File: src/rtl/nfh_pkg.sv
// Package for the NOR flash host controller: register map, fields, timing
`default_nettype none
package nfh_pkg;
    localparam int CLK_MHZ          = 125;
    localparam int ADDR_W           = 22;
    localparam int DATA_W           = 16;
    // Access delays in ns; SYNC_EXTRA is in clock cycles
    localparam int ADDR_TO_DATA_NS  = 70;
    localparam int OUTEN_TO_DATA_NS = 25;
    localparam int IN_PAGE_NS       = 15;
    localparam int WE_PULSE_NS      = 35;
    localparam int WE_HIGH_NS       = 20;
    localparam int SETUP_NS         = 10;
    localparam int SYNC_EXTRA       = 2;
    // Least times round up
    localparam int ACC_CYC  = (ADDR_TO_DATA_NS * CLK_MHZ + 999) / 1000 + SYNC_EXTRA;
    localparam int OE_CYC   = (OUTEN_TO_DATA_NS * CLK_MHZ + 999) / 1000 + SYNC_EXTRA;
    localparam int PAGE_CYC = (IN_PAGE_NS * CLK_MHZ + 999) / 1000 + SYNC_EXTRA;
    localparam int WEP_CYC  = (WE_PULSE_NS * CLK_MHZ + 999) / 1000;
    localparam int WEH_CYC  = (WE_HIGH_NS * CLK_MHZ + 999) / 1000;
    localparam int SU_CYC   = (SETUP_NS * CLK_MHZ + 999) / 1000;
    localparam int CNT_W    = 8;
    // Page geometry and write-buffer limit
    localparam int PAGE_LSB         = 3;
    localparam int WBUF_MAX_WORDS   = 128;
    // Register offsets (word index on the soft port)
    localparam logic [3:0] REG_CTRL   = 4'h0;
    localparam logic [3:0] REG_ADDR   = 4'h1;
    localparam logic [3:0] REG_WDATA  = 4'h2;
    localparam logic [3:0] REG_RDATA  = 4'h3;
    localparam logic [3:0] REG_STATUS = 4'h4;
    localparam logic [3:0] REG_CMD    = 4'h5;
    localparam logic [3:0] REG_WBCNT  = 4'h6;
    // CTRL fields
    localparam int CTRL_BYTE   = 0;
    localparam int CTRL_BOOST  = 1;
    localparam int CTRL_PROT   = 2;
    localparam int CTRL_AUTOHV = 3;
    localparam int CTRL_RESET  = 4;
    localparam int CTRL_KEEPCE = 5;
    localparam logic [5:0] CTRL_RST_VAL = 6'h00;
    // CMD codes written to REG_CMD
    localparam logic [1:0] CMD_READ  = 2'h1;
    localparam logic [1:0] CMD_WRITE = 2'h2;
    // STATUS fields
    localparam int ST_BUSY  = 0;
    localparam int ST_DONE  = 1;
    localparam int ST_FAST  = 2;
    localparam int ST_WBERR = 3;
    typedef enum logic [2:0] {
        NFH_IDLE, NFH_SETUP, NFH_RD_WAIT, NFH_WE_LOW, NFH_WE_HIGH, NFH_RST
    } nfh_state_t;
endpackage
`default_nettype wire

File: src/rtl/nfh_req_if.sv
// Request/answer carrier between register file and pin sequencer
`default_nettype none
interface nfh_req_if;
    import nfh_pkg::*;
    logic              start;
    logic              is_write;
    logic [ADDR_W-1:0] addr;
    logic [DATA_W-1:0] wdata;
    logic              byte_mode;
    logic              keep_ce;
    logic              hw_reset;
    logic              busy;
    logic              done;
    logic              fast;
    logic [DATA_W-1:0] rdata;
    modport regs (output start, is_write, addr, wdata, byte_mode, keep_ce, hw_reset,
                  input busy, done, fast, rdata);
    modport seq  (input start, is_write, addr, wdata, byte_mode, keep_ce, hw_reset,
                  output busy, done, fast, rdata);
endinterface
`default_nettype wire

File: src/rtl/nfh_regs.sv
// Software register file of the NOR flash host controller
`default_nettype none
module nfh_regs
    import nfh_pkg::*;
(
    input  wire logic        clk,
    input  wire logic        rst,
    input  wire logic [3:0]  reg_addr,
    input  wire logic [31:0] reg_wdata,
    input  wire logic        reg_wr,
    input  wire logic        reg_rd,
    output logic      [31:0] reg_rdata,
    output logic             boost_en,
    output logic             prot_low,
    output logic             autosel_hv,
    nfh_req_if.regs          rq
);
    logic [5:0]        ctrl_r, ctrl_nxt;
    logic [ADDR_W-1:0] addr_r, addr_nxt;
    logic [DATA_W-1:0] wdata_r, wdata_nxt;
    logic              done_r, done_nxt;
    logic              wberr_r, wberr_nxt;
    logic [7:0]        wbcnt_r, wbcnt_nxt;
    logic [31:0]       rdata_r, rdata_nxt;
    logic              start_c, is_wr_c;

    always_comb
    begin
        ctrl_nxt  = ctrl_r;
        addr_nxt  = addr_r;
        wdata_nxt = wdata_r;
        wbcnt_nxt = wbcnt_r;
        wberr_nxt = wberr_r;
        start_c   = 1'b0;
        is_wr_c   = 1'b0;
        rdata_nxt = 32'h0;
        // Done is sticky; a new completion beats the software clear
        done_nxt  = done_r;
        if (reg_wr && !rq.busy)
        begin
            unique case (reg_addr)
                REG_CTRL:  ctrl_nxt  = reg_wdata[5:0];
                REG_ADDR:  addr_nxt  = reg_wdata[ADDR_W-1:0];
                REG_WDATA: wdata_nxt = reg_wdata[DATA_W-1:0];
                REG_STATUS:
                begin
                    if (reg_wdata[ST_DONE])  done_nxt  = 1'b0;
                    if (reg_wdata[ST_WBERR]) wberr_nxt = 1'b0;
                end
                REG_WBCNT: wbcnt_nxt = reg_wdata[7:0];
                REG_CMD:
                begin
                    start_c = (reg_wdata[1:0] == CMD_READ) || (reg_wdata[1:0] == CMD_WRITE);
                    is_wr_c = (reg_wdata[1:0] == CMD_WRITE);
                    done_nxt = 1'b0;
                end
                default: ;
            endcase
        end
        // Word count above the write-buffer limit is flagged, not clipped
        if (reg_wr && reg_addr == REG_WBCNT && reg_wdata[7:0] > 8'(WBUF_MAX_WORDS - 1))
            wberr_nxt = 1'b1;
        if (rq.done)
            done_nxt = 1'b1;
        if (reg_rd)
        begin
            unique case (reg_addr)
                REG_CTRL:   rdata_nxt = {26'h0, ctrl_r};
                REG_ADDR:   rdata_nxt = {10'h0, addr_r};
                REG_WDATA:  rdata_nxt = {16'h0, wdata_r};
                REG_RDATA:  rdata_nxt = {16'h0, rq.rdata};
                REG_STATUS: rdata_nxt = {28'h0, wberr_r, rq.fast, done_r, rq.busy};
                REG_WBCNT:  rdata_nxt = {24'h0, wbcnt_r};
                default:    rdata_nxt = 32'h0;
            endcase
        end
    end

    always_ff @(posedge clk)
    begin
        if (rst)
        begin
            ctrl_r  <= CTRL_RST_VAL;
            addr_r  <= '0;
            wdata_r <= '0;
            done_r  <= 1'b0;
            wberr_r <= 1'b0;
            wbcnt_r <= 8'h00;
            rdata_r <= 32'h0;
        end
        else
        begin
            ctrl_r  <= ctrl_nxt;
            addr_r  <= addr_nxt;
            wdata_r <= wdata_nxt;
            done_r  <= done_nxt;
            wberr_r <= wberr_nxt;
            wbcnt_r <= wbcnt_nxt;
            rdata_r <= rdata_nxt;
        end
    end

    assign reg_rdata    = rdata_r;
    assign rq.start     = start_c;
    assign rq.is_write  = is_wr_c;
    assign rq.addr      = addr_r;
    assign rq.wdata     = wdata_r;
    assign rq.byte_mode = ctrl_r[CTRL_BYTE];
    assign rq.keep_ce   = ctrl_r[CTRL_KEEPCE];
    assign rq.hw_reset  = ctrl_r[CTRL_RESET];
    assign boost_en     = ctrl_r[CTRL_BOOST];
    assign prot_low     = ctrl_r[CTRL_PROT];
    assign autosel_hv   = ctrl_r[CTRL_AUTOHV];
endmodule
`default_nettype wire

File: src/rtl/nfh_seq.sv
// Pin sequencer: drives one read or write cycle on the flash pins
`default_nettype none
module nfh_seq
    import nfh_pkg::*;
(
    input  wire logic              clk,
    input  wire logic              rst,
    nfh_req_if.seq                 rq,
    input  wire logic [DATA_W-1:0] dq_sync,
    output logic                   ce_n,
    output logic                   oe_n,
    output logic                   we_n,
    output logic                   reset_n,
    output logic                   byte_n,
    output logic      [ADDR_W-1:0] a_out,
    output logic      [DATA_W-1:0] dq_o,
    output logic      [DATA_W-1:0] dq_oe
);
    nfh_state_t        st_r, st_nxt;
    logic [CNT_W-1:0]  cnt_r, cnt_nxt;
    logic              ce_n_r, ce_n_nxt, oe_n_r, oe_n_nxt, we_n_r, we_n_nxt;
    logic              drv_r, drv_nxt, wr_r, wr_nxt, byte_r, byte_nxt;
    logic              pg_ok_r, pg_ok_nxt, fast_r, fast_nxt, done_r, done_nxt;
    logic [ADDR_W-1:0] a_r, a_nxt;
    logic [DATA_W-1:0] wd_r, wd_nxt, rd_r, rd_nxt;
    logic              same_page;

    assign same_page = (rq.addr[ADDR_W-1:PAGE_LSB] == a_r[ADDR_W-1:PAGE_LSB]);

    always_comb
    begin
        st_nxt = st_r;
        cnt_nxt = cnt_r;
        ce_n_nxt = ce_n_r;
        oe_n_nxt = oe_n_r;
        we_n_nxt = we_n_r;
        drv_nxt = drv_r;
        wr_nxt = wr_r;
        byte_nxt = byte_r;
        pg_ok_nxt = pg_ok_r;
        fast_nxt = fast_r;
        done_nxt = 1'b0;
        a_nxt = a_r;
        wd_nxt = wd_r;
        rd_nxt = rd_r;
        unique case (st_r)
            NFH_IDLE:
            begin
                if (rq.hw_reset)
                begin
                    // Device ignores strobes while held in reset
                    ce_n_nxt = 1'b1;
                    pg_ok_nxt = 1'b0;
                    st_nxt = NFH_RST;
                end
                else if (rq.start)
                begin
                    wr_nxt = rq.is_write;
                    a_nxt = rq.addr;
                    wd_nxt = rq.wdata;
                    oe_n_nxt = 1'b1;
                    we_n_nxt = 1'b1;
                    // width before select
                    // Width is settled before chip select falls and not moved while low
                    if (ce_n_r || rq.byte_mode != byte_r)
                    begin
                        ce_n_nxt = 1'b1;
                        byte_nxt = rq.byte_mode;
                        pg_ok_nxt = 1'b0;
                    end
                    fast_nxt = !rq.is_write && pg_ok_r && same_page
                               && !ce_n_r && rq.byte_mode == byte_r;
                    cnt_nxt = CNT_W'(SU_CYC);
                    st_nxt = NFH_SETUP;
                end
                else if (!rq.keep_ce)
                begin
                    // A deselect forces the next access to take the full delay
                    ce_n_nxt = 1'b1;
                    pg_ok_nxt = 1'b0;
                end
            end
            NFH_SETUP:
            begin
                ce_n_nxt = 1'b0;
                if (cnt_r > 1)
                    cnt_nxt = cnt_r - 1'b1;
                else if (wr_r)
                begin
                    we_n_nxt = 1'b0;
                    drv_nxt = 1'b1;
                    cnt_nxt = CNT_W'(WEP_CYC);
                    st_nxt = NFH_WE_LOW;
                end
                else
                begin
                    oe_n_nxt = 1'b0;
                    // Enable delay can outlast the page delay, so a page hit waits for both
                    cnt_nxt = fast_r ? CNT_W'((PAGE_CYC > OE_CYC) ? PAGE_CYC : OE_CYC)
                                     : CNT_W'((ACC_CYC > OE_CYC) ? ACC_CYC : OE_CYC);
                    st_nxt = NFH_RD_WAIT;
                end
            end
            NFH_RD_WAIT:
            begin
                // Sample no earlier than the later of address and enable delays
                if (cnt_r > 1)
                    cnt_nxt = cnt_r - 1'b1;
                else
                begin
                    rd_nxt = byte_r ? {8'h00, dq_sync[7:0]} : dq_sync;
                    oe_n_nxt = 1'b1;
                    pg_ok_nxt = 1'b1;
                    done_nxt = 1'b1;
                    st_nxt = NFH_IDLE;
                end
            end
            NFH_WE_LOW:
            begin
                if (cnt_r > 1)
                    cnt_nxt = cnt_r - 1'b1;
                else
                begin
                    we_n_nxt = 1'b1;
                    cnt_nxt = CNT_W'(WEH_CYC);
                    st_nxt = NFH_WE_HIGH;
                end
            end
            NFH_WE_HIGH:
            begin
                if (cnt_r > 1)
                    cnt_nxt = cnt_r - 1'b1;
                else
                begin
                    drv_nxt = 1'b0;
                    pg_ok_nxt = 1'b0;
                    done_nxt = 1'b1;
                    st_nxt = NFH_IDLE;
                end
            end
            NFH_RST:
            begin
                if (!rq.hw_reset)
                    st_nxt = NFH_IDLE;
            end
            default: st_nxt = NFH_IDLE;
        endcase
    end

    always_ff @(posedge clk)
    begin
        if (rst)
        begin
            st_r <= NFH_IDLE;
            cnt_r <= '0;
            ce_n_r <= 1'b1;
            oe_n_r <= 1'b1;
            we_n_r <= 1'b1;
            drv_r <= 1'b0;
            wr_r <= 1'b0;
            byte_r <= 1'b0;
            pg_ok_r <= 1'b0;
            fast_r <= 1'b0;
            done_r <= 1'b0;
            a_r <= '0;
            wd_r <= '0;
            rd_r <= '0;
        end
        else
        begin
            st_r <= st_nxt;
            cnt_r <= cnt_nxt;
            ce_n_r <= ce_n_nxt;
            oe_n_r <= oe_n_nxt;
            we_n_r <= we_n_nxt;
            drv_r <= drv_nxt;
            wr_r <= wr_nxt;
            byte_r <= byte_nxt;
            pg_ok_r <= pg_ok_nxt;
            fast_r <= fast_nxt;
            done_r <= done_nxt;
            a_r <= a_nxt;
            wd_r <= wd_nxt;
            rd_r <= rd_nxt;
        end
    end

    assign ce_n = ce_n_r;
    assign oe_n = oe_n_r;
    assign we_n = we_n_r;
    assign reset_n = !(st_r == NFH_RST);
    // Byte pin high selects word width
    assign byte_n = !byte_r;
    assign a_out = a_r;
    // In byte mode pin 15 carries the lowest address bit
    assign dq_o = byte_r ? {a_r[0], 7'h00, wd_r[7:0]} : wd_r;
    assign dq_oe = byte_r ? {1'b1, 7'h00, {8{drv_r}}} : {DATA_W{drv_r}};
    // Held flash reset is not busy, so software can still clear the reset bit
    assign rq.busy = (st_r != NFH_IDLE) && (st_r != NFH_RST);
    assign rq.done = done_r;
    assign rq.fast = fast_r;
    assign rq.rdata = rd_r;

    // Read never overlaps a write strobe
    rd_we_excl_a: assert property (@(posedge clk) disable iff (rst) !(!oe_n && !we_n))
        else $error("output enable and write enable low together");
    // Write strobe only with chip select low and output enable high
    wr_strobe_a: assert property (@(posedge clk) disable iff (rst)
        !we_n |-> (!ce_n && oe_n)) else $error("bad write strobe levels");
    // In word mode, data not driven while output enable is low
    dq_drive_a: assert property (@(posedge clk) disable iff (rst)
        (!byte_r && dq_oe != '0) |-> oe_n) else $error("driving bus during read");
    // Output enable held low at least 4 cycles on a non-page access
    full_wait_a: assert property (@(posedge clk) disable iff (rst)
        ($fell(oe_n) && !fast_r) |-> !oe_n [*4]) else $error("read too short");
    // Width pin steady while selected
    byte_hold_a: assert property (@(posedge clk) disable iff (rst)
        (!ce_n && !$past(ce_n)) |-> $stable(byte_n)) else $error("width moved");
    // Reset pin holds chip deselected
    rst_float_a: assert property (@(posedge clk) disable iff (rst)
        !reset_n |-> (ce_n && oe_n && we_n)) else $error("strobe under reset");
    // Page hit only after a completed read with chip kept selected
    fast_src_a: assert property (@(posedge clk) disable iff (rst)
        $rose(fast_r) |-> $past(pg_ok_r)) else $error("fast access without page");
    // Write pulse length
    we_pulse_a: assert property (@(posedge clk) disable iff (rst)
        $fell(we_n) |-> !we_n [*5]) else $error("write pulse too short");
endmodule
`default_nettype wire

File: src/rtl/nfh_top.sv
// Host controller for an asynchronous NOR flash parallel port
`default_nettype none
module nfh_top
    import nfh_pkg::*;
(
    input  wire logic              clk,
    input  wire logic              rst,
    input  wire logic [3:0]        reg_addr,
    input  wire logic [31:0]       reg_wdata,
    input  wire logic              reg_wr,
    input  wire logic              reg_rd,
    output logic      [31:0]       reg_rdata,
    output logic                   chip_enable_n,
    output logic                   output_enable_n,
    output logic                   write_enable_n,
    output logic                   flash_reset_n,
    output logic                   width_select_n,
    output logic                   program_boost_pin,
    output logic                   write_protect_n,
    output logic                   autoselect_hv_en,
    output logic      [ADDR_W-1:0] flash_addr,
    input  wire logic [DATA_W-1:0] dq_i,
    output logic      [DATA_W-1:0] dq_o,
    output logic      [DATA_W-1:0] dq_oe
);
    nfh_req_if rq ();
    logic [DATA_W-1:0] dq_s1_r, dq_s2_r;
    logic              boost_en, prot_low, autosel_hv;

    // Two-stage capture of the asynchronous data bus
    always_ff @(posedge clk)
    begin
        if (rst)
        begin
            dq_s1_r <= '0;
            dq_s2_r <= '0;
        end
        else
        begin
            dq_s1_r <= dq_i;
            dq_s2_r <= dq_s1_r;
        end
    end

    nfh_regs u_regs (
        .clk        (clk),
        .rst        (rst),
        .reg_addr   (reg_addr),
        .reg_wdata  (reg_wdata),
        .reg_wr     (reg_wr),
        .reg_rd     (reg_rd),
        .reg_rdata  (reg_rdata),
        .boost_en   (boost_en),
        .prot_low   (prot_low),
        .autosel_hv (autosel_hv),
        .rq         (rq.regs)
    );

    nfh_seq u_seq (
        .clk     (clk),
        .rst     (rst),
        .rq      (rq.seq),
        .dq_sync (dq_s2_r),
        .ce_n    (chip_enable_n),
        .oe_n    (output_enable_n),
        .we_n    (write_enable_n),
        .reset_n (flash_reset_n),
        .byte_n  (width_select_n),
        .a_out   (flash_addr),
        .dq_o    (dq_o),
        .dq_oe   (dq_oe)
    );

    assign program_boost_pin = boost_en;
    assign write_protect_n   = !prot_low;
    assign autoselect_hv_en  = autosel_hv;
endmodule
`default_nettype wire
File: config.mk
export PLATFORM = sky130hd
export DESIGN_NAME = nfh_top
export DESIGN_NICKNAME = d
export VERILOG_FILES = /design/src/rtl/nfh_pkg.sv /design/src/rtl/nfh_req_if.sv /design/src/rtl/nfh_regs.sv /design/src/rtl/nfh_seq.sv /design/src/rtl/nfh_top.sv
export SDC_FILE = /design/constraint.sdc
export NUM_CORES = 1
export LEC_CHECK = 0
export BUFFER_PORTS_ARGS = -buffer_cell sky130_fd_sc_hd__buf_2
export CAP_MARGIN = 10
export CORE_ASPECT_RATIO = 1.75
export CORE_MARGIN = 2
export CORE_UTILIZATION = 40
export DETAILED_ROUTE_END_ITERATION = 6
export PLACE_DENSITY_LB_ADDON = 0.12
export SYNTH_ARGS = -nofsm -noshare
export SYNTH_HDL_FRONTEND = slang
export SYNTH_HIERARCHICAL = 1
export SYNTH_SLANG_ARGS = --single-unit
File: constraint.sdc
create_clock -name clk -period 8.2 [get_ports clk]
set_input_delay 1.64 -clock clk [delete_from_list [all_inputs] [get_ports clk]]
set_output_delay 1.64 -clock clk [all_outputs]
set_load 0.05 [all_outputs]
==> out/summary.log <==
qor: pwr.worst_case_vdd_ir_drop 0.248 mV
qor: setup_path.setup.worst_path.class primary input to register
qor: grt.grt_pass1_wl 33.9 mm
qor: clock_tree.clock_sink_count 182
qor: cells_and_area.layout_commonest_cell sky130_fd_sc_hd__dfxtp_1
qor: sta.worst_slew_pin_slew 1.20 ns
qor: placed_design.dp.final_hpwl 15.6 mm
qor: detailed_routing.first_iter_violations 427
qor: grt.grt_overflow 0
qor: job.max_cap_viol_count 0
qor: sta.setup_viol 0
qor: detailed_routing.routed_wl 22.1 mm
qor: synthesis.synth_cells 918
qor: clock_tree.cts_tree yes
qor: die.coreArea 19200 µm²
qor: grt.track_usage 21.5%
qor: synthesis.yosys_cell_types 65
qor: clock_tree.cts-buffers-inserted 17
qor: sta.clock-skew-final 0.00939 ns
qor: sta.tns 0 ns
qor: synthesis.ys_dominant_reg_cell sky130_fd_sc_hd__dfxtp_1
qor: synthesis.synth.ff_latch_count 182
qor: setup_path.cp_max_fo 26
qor: detailed_routing.drc 0
qor: clock_tree.insertion_delay 0.44 ns
qor: die.die-width 110 µm
qor: synthesis.yosysSeqAreaShare 46.4%
qor: pwr.power_density 248 nW/µm²
qor: synthesis.syn-mean-instance-area 8.56 µm²
qor: cells_and_area.fin_nets 1039
qor: clock_tree.post_cts_buffers 0
qor: sta.hold_slack 0.435 ns
qor: sta.hold_viol 0
qor: grt.first_global_vias 6096
qor: placed_design.port_buffers 129
qor: die.std_cell_rows 67
qor: worst_hold_path.holdCritPathClass register to register
qor: placed_design.post_dp_cell_area 8330 µm²
qor: synthesis.synth_async_sr_flop_share 0%
qor: sta.grt_setup_unrepaired no
qor: cells_and_area.design_area 8910 µm²
qor: clock_tree.holdBufCountCts 0
qor: sta.finalCritPeriodShare 57.8%
qor: clock_tree.clkTransAtPathRegs 0.08 ns
qor: cells_and_area.ratio_of_cells_with_drive_above_1_in_the_final_layout 20.0%
qor: pwr.total_power 2.21 mW
qor: grt.antenna_found_initial 0
qor: die.io-pin-count 150
qor: detailed_routing.first_pass_iters 5
qor: synthesis.synth_area 7860 µm²
qor: pwr.power_leakage 3.38 nW
qor: detailed_routing.ant_nets 0
qor: setup_path.worst_setup_path_end_kind register
qor: setup_path.crit_required 8.56 ns
qor: die.initial_core_util 40.9%
qor: synthesis.synth_edf_count 0
qor: cells_and_area.area_growth_syn_to_layout 13.4%
qor: placed_design.gp_congestion 0.861
qor: die.die-area 20800 µm²
qor: sta.final_max_slew_viols 0
qor: synthesis.ys.warnings.count 6
qor: clock_tree.cts_resized 0
qor: clock_tree.cts_root_buf sky130_fd_sc_hd__clkbuf_16
qor: die.dieHeight 189 µm
qor: detailed_routing.drt-vias-per-instance 5.33
qor: detailed_routing.dr_total_vias 6578
qor: setup_path.critical_path_arrival 5.10 ns
qor: sta.final.min_clock_period 4.74 ns
qor: cells_and_area.antenna-diode-count 0
qor: detailed_routing.post_drt_wl_per_cell 17.9 µm
qor: sta.max_clock_freq 211 MHz
qor: clock_tree.htree_levels 4
qor: cells_and_area.layout.cells.most_common_list sky130_fd_sc_hd__dfxtp_1 (182), sky130_fd_sc_hd__buf_2 (128), sky130_fd_sc_hd__a21oi_1 (128), sky130_fd_sc_hd__nand2_1 (118), sky130_fd_sc_hd__nand3_1 (62)
qor: setup_path.startpoint_type primary input
qor: cells_and_area.layout.core_utilization 46.4%
qor: grt.grt_max_degree 80
qor: sta.slew-limit-headroom 19.7%
qor: clock_tree.cts.path.max_buffers 2
qor: run_status.result_of_the_run completed
-- flip-flops by register name (all words and copies together), names as in the netlist --
signal / flops
u_regs/done_r: 1
u_regs/rq.addr: 22
u_seq/st_r: 3
u_seq/a_out: 22
u_seq/ce_n: 1
u_seq/byte_r: 1
u_regs/wberr_r: 1
dq_s2_r: 16
u_seq/drv_r: 1
u_seq/rq.done: 1
u_seq/oe_n: 1
dq_s1_r: 16
u_seq/rq.rdata: 16
u_seq/rq.fast: 1
u_regs/wbcnt_r: 8
u_regs/reg_rdata: 22
u_seq/wr_r: 1
u_regs/rq.wdata: 16
u_regs/ctrl_r: 6
u_seq/we_n: 1
u_seq/wd_r: 16
u_seq/pg_ok_r: 1
u_seq/cnt_r: 8
-- cell usage after synthesis (all sizes together) (11+ instances only) --
| library cell | instances | area [µm²] |
|---|---|---|
| a21oi | 128 | 641 |
| a22oi | 11 | 82.6 |
| buf | 62 | 439 |
| clkbuf | 42 | 158 |
| dfxtp | 182 | 3640 |
| mux2 | 14 | 158 |
| nand2 | 118 | 443 |
| nand3 | 62 | 310 |
| nor2 | 36 | 135 |
| nor2b | 46 | 288 |
| o21ai | 61 | 305 |
| xnor2 | 22 | 193 |
-- path summary, 6_finish.rpt --
path                  from             end  slack (ns)  cells after the start
max            reg_addr[2]  u_seq/a_out[1]        3.46                      8
min            dq_s1_r[12]     dq_s2_r[12]        0.43                      1
max reg2reg  u_seq/st_r[0]  u_seq/a_out[1]        3.53                      9
min reg2reg    dq_s1_r[12]     dq_s2_r[12]        0.43                      1
-- metal layers --
layer / GRT usage [%] / up-vias / routed length (µm) / part of all wire, %
li1: - / 3237 / - / -
met1: 25.7 / 3066 / 9030 / 41
met2: 35.6 / 215 / 11000 / 50
met3: 4.54 / 60 / 1060 / 4.8
met4: 11.1 / 0 / 1020 / 4.6
met5: 0 / - / 0 / 0
-- critical path: stages --
cell,delay [ns]
sky130_fd_sc_hd__buf_2,0.43
sky130_fd_sc_hd__nand4bb_1,0.57
sky130_fd_sc_hd__nor3_1,0.64
sky130_fd_sc_hd__nand2b_1,0.17
sky130_fd_sc_hd__nor3_2,0.93
sky130_fd_sc_hd__buf_4,0.43
sky130_fd_sc_hd__nand2_1,0.13
sky130_fd_sc_hd__a21oi_1,0.14
-- metrics by stage --
stage / instances / setup slack [ns]
6_report: 1234 / 3.46
5_1_grt: 1234 / 3.15
4_1_cts: 1234 / 3.51
3_3_place_gp: 1202 / 3.04
2_1_floorplan: 927 / 4.67
3_5_place_dp: 1202 / 3.06
-- report_power, final --
group | switching (mW) | internal (mW) | total (mW)
sequential | 0.0439 | 0.917 | 0.961
clock | 0.393 | 0.407 | 0.800
combinational | 0.297 | 0.150 | 0.447
total | 0.733 | 1.47 | 2.21
-- logic make-up (layout without fill, tap and decap cells) --
group | count (synthesis) | count (layout) | share of synthesized area (%)
mux | 24 | 24 | 3.44
other cells | 1 | 10 | 0.0477
xor+xnor | 25 | 25 | 2.79
fa+ha+maj | 3 | 3 | 0.478
buf+inv | 115 | 181 | 8.12
compound gates | 240 | 240 | 17.4
flops | 182 | 182 | 46.4
simple gates | 328 | 328 | 21.3
-- area by class of cell --
| class | count | area, µm² |
|---|---|---|
| well taps | 241 | 302 |
| clock buffers | 17 | 425 |
| multi-input cells | 630 | 3620 |
| flip-flops and latches | 182 | 3640 |
| repair buffers | 138 | 716 |
| inverters | 11 | 41.3 |
| clock inverters | 15 | 156 |
| fillers | 1950 | 10300 |
Note: power is estimated with default switching activity, not from simulation.
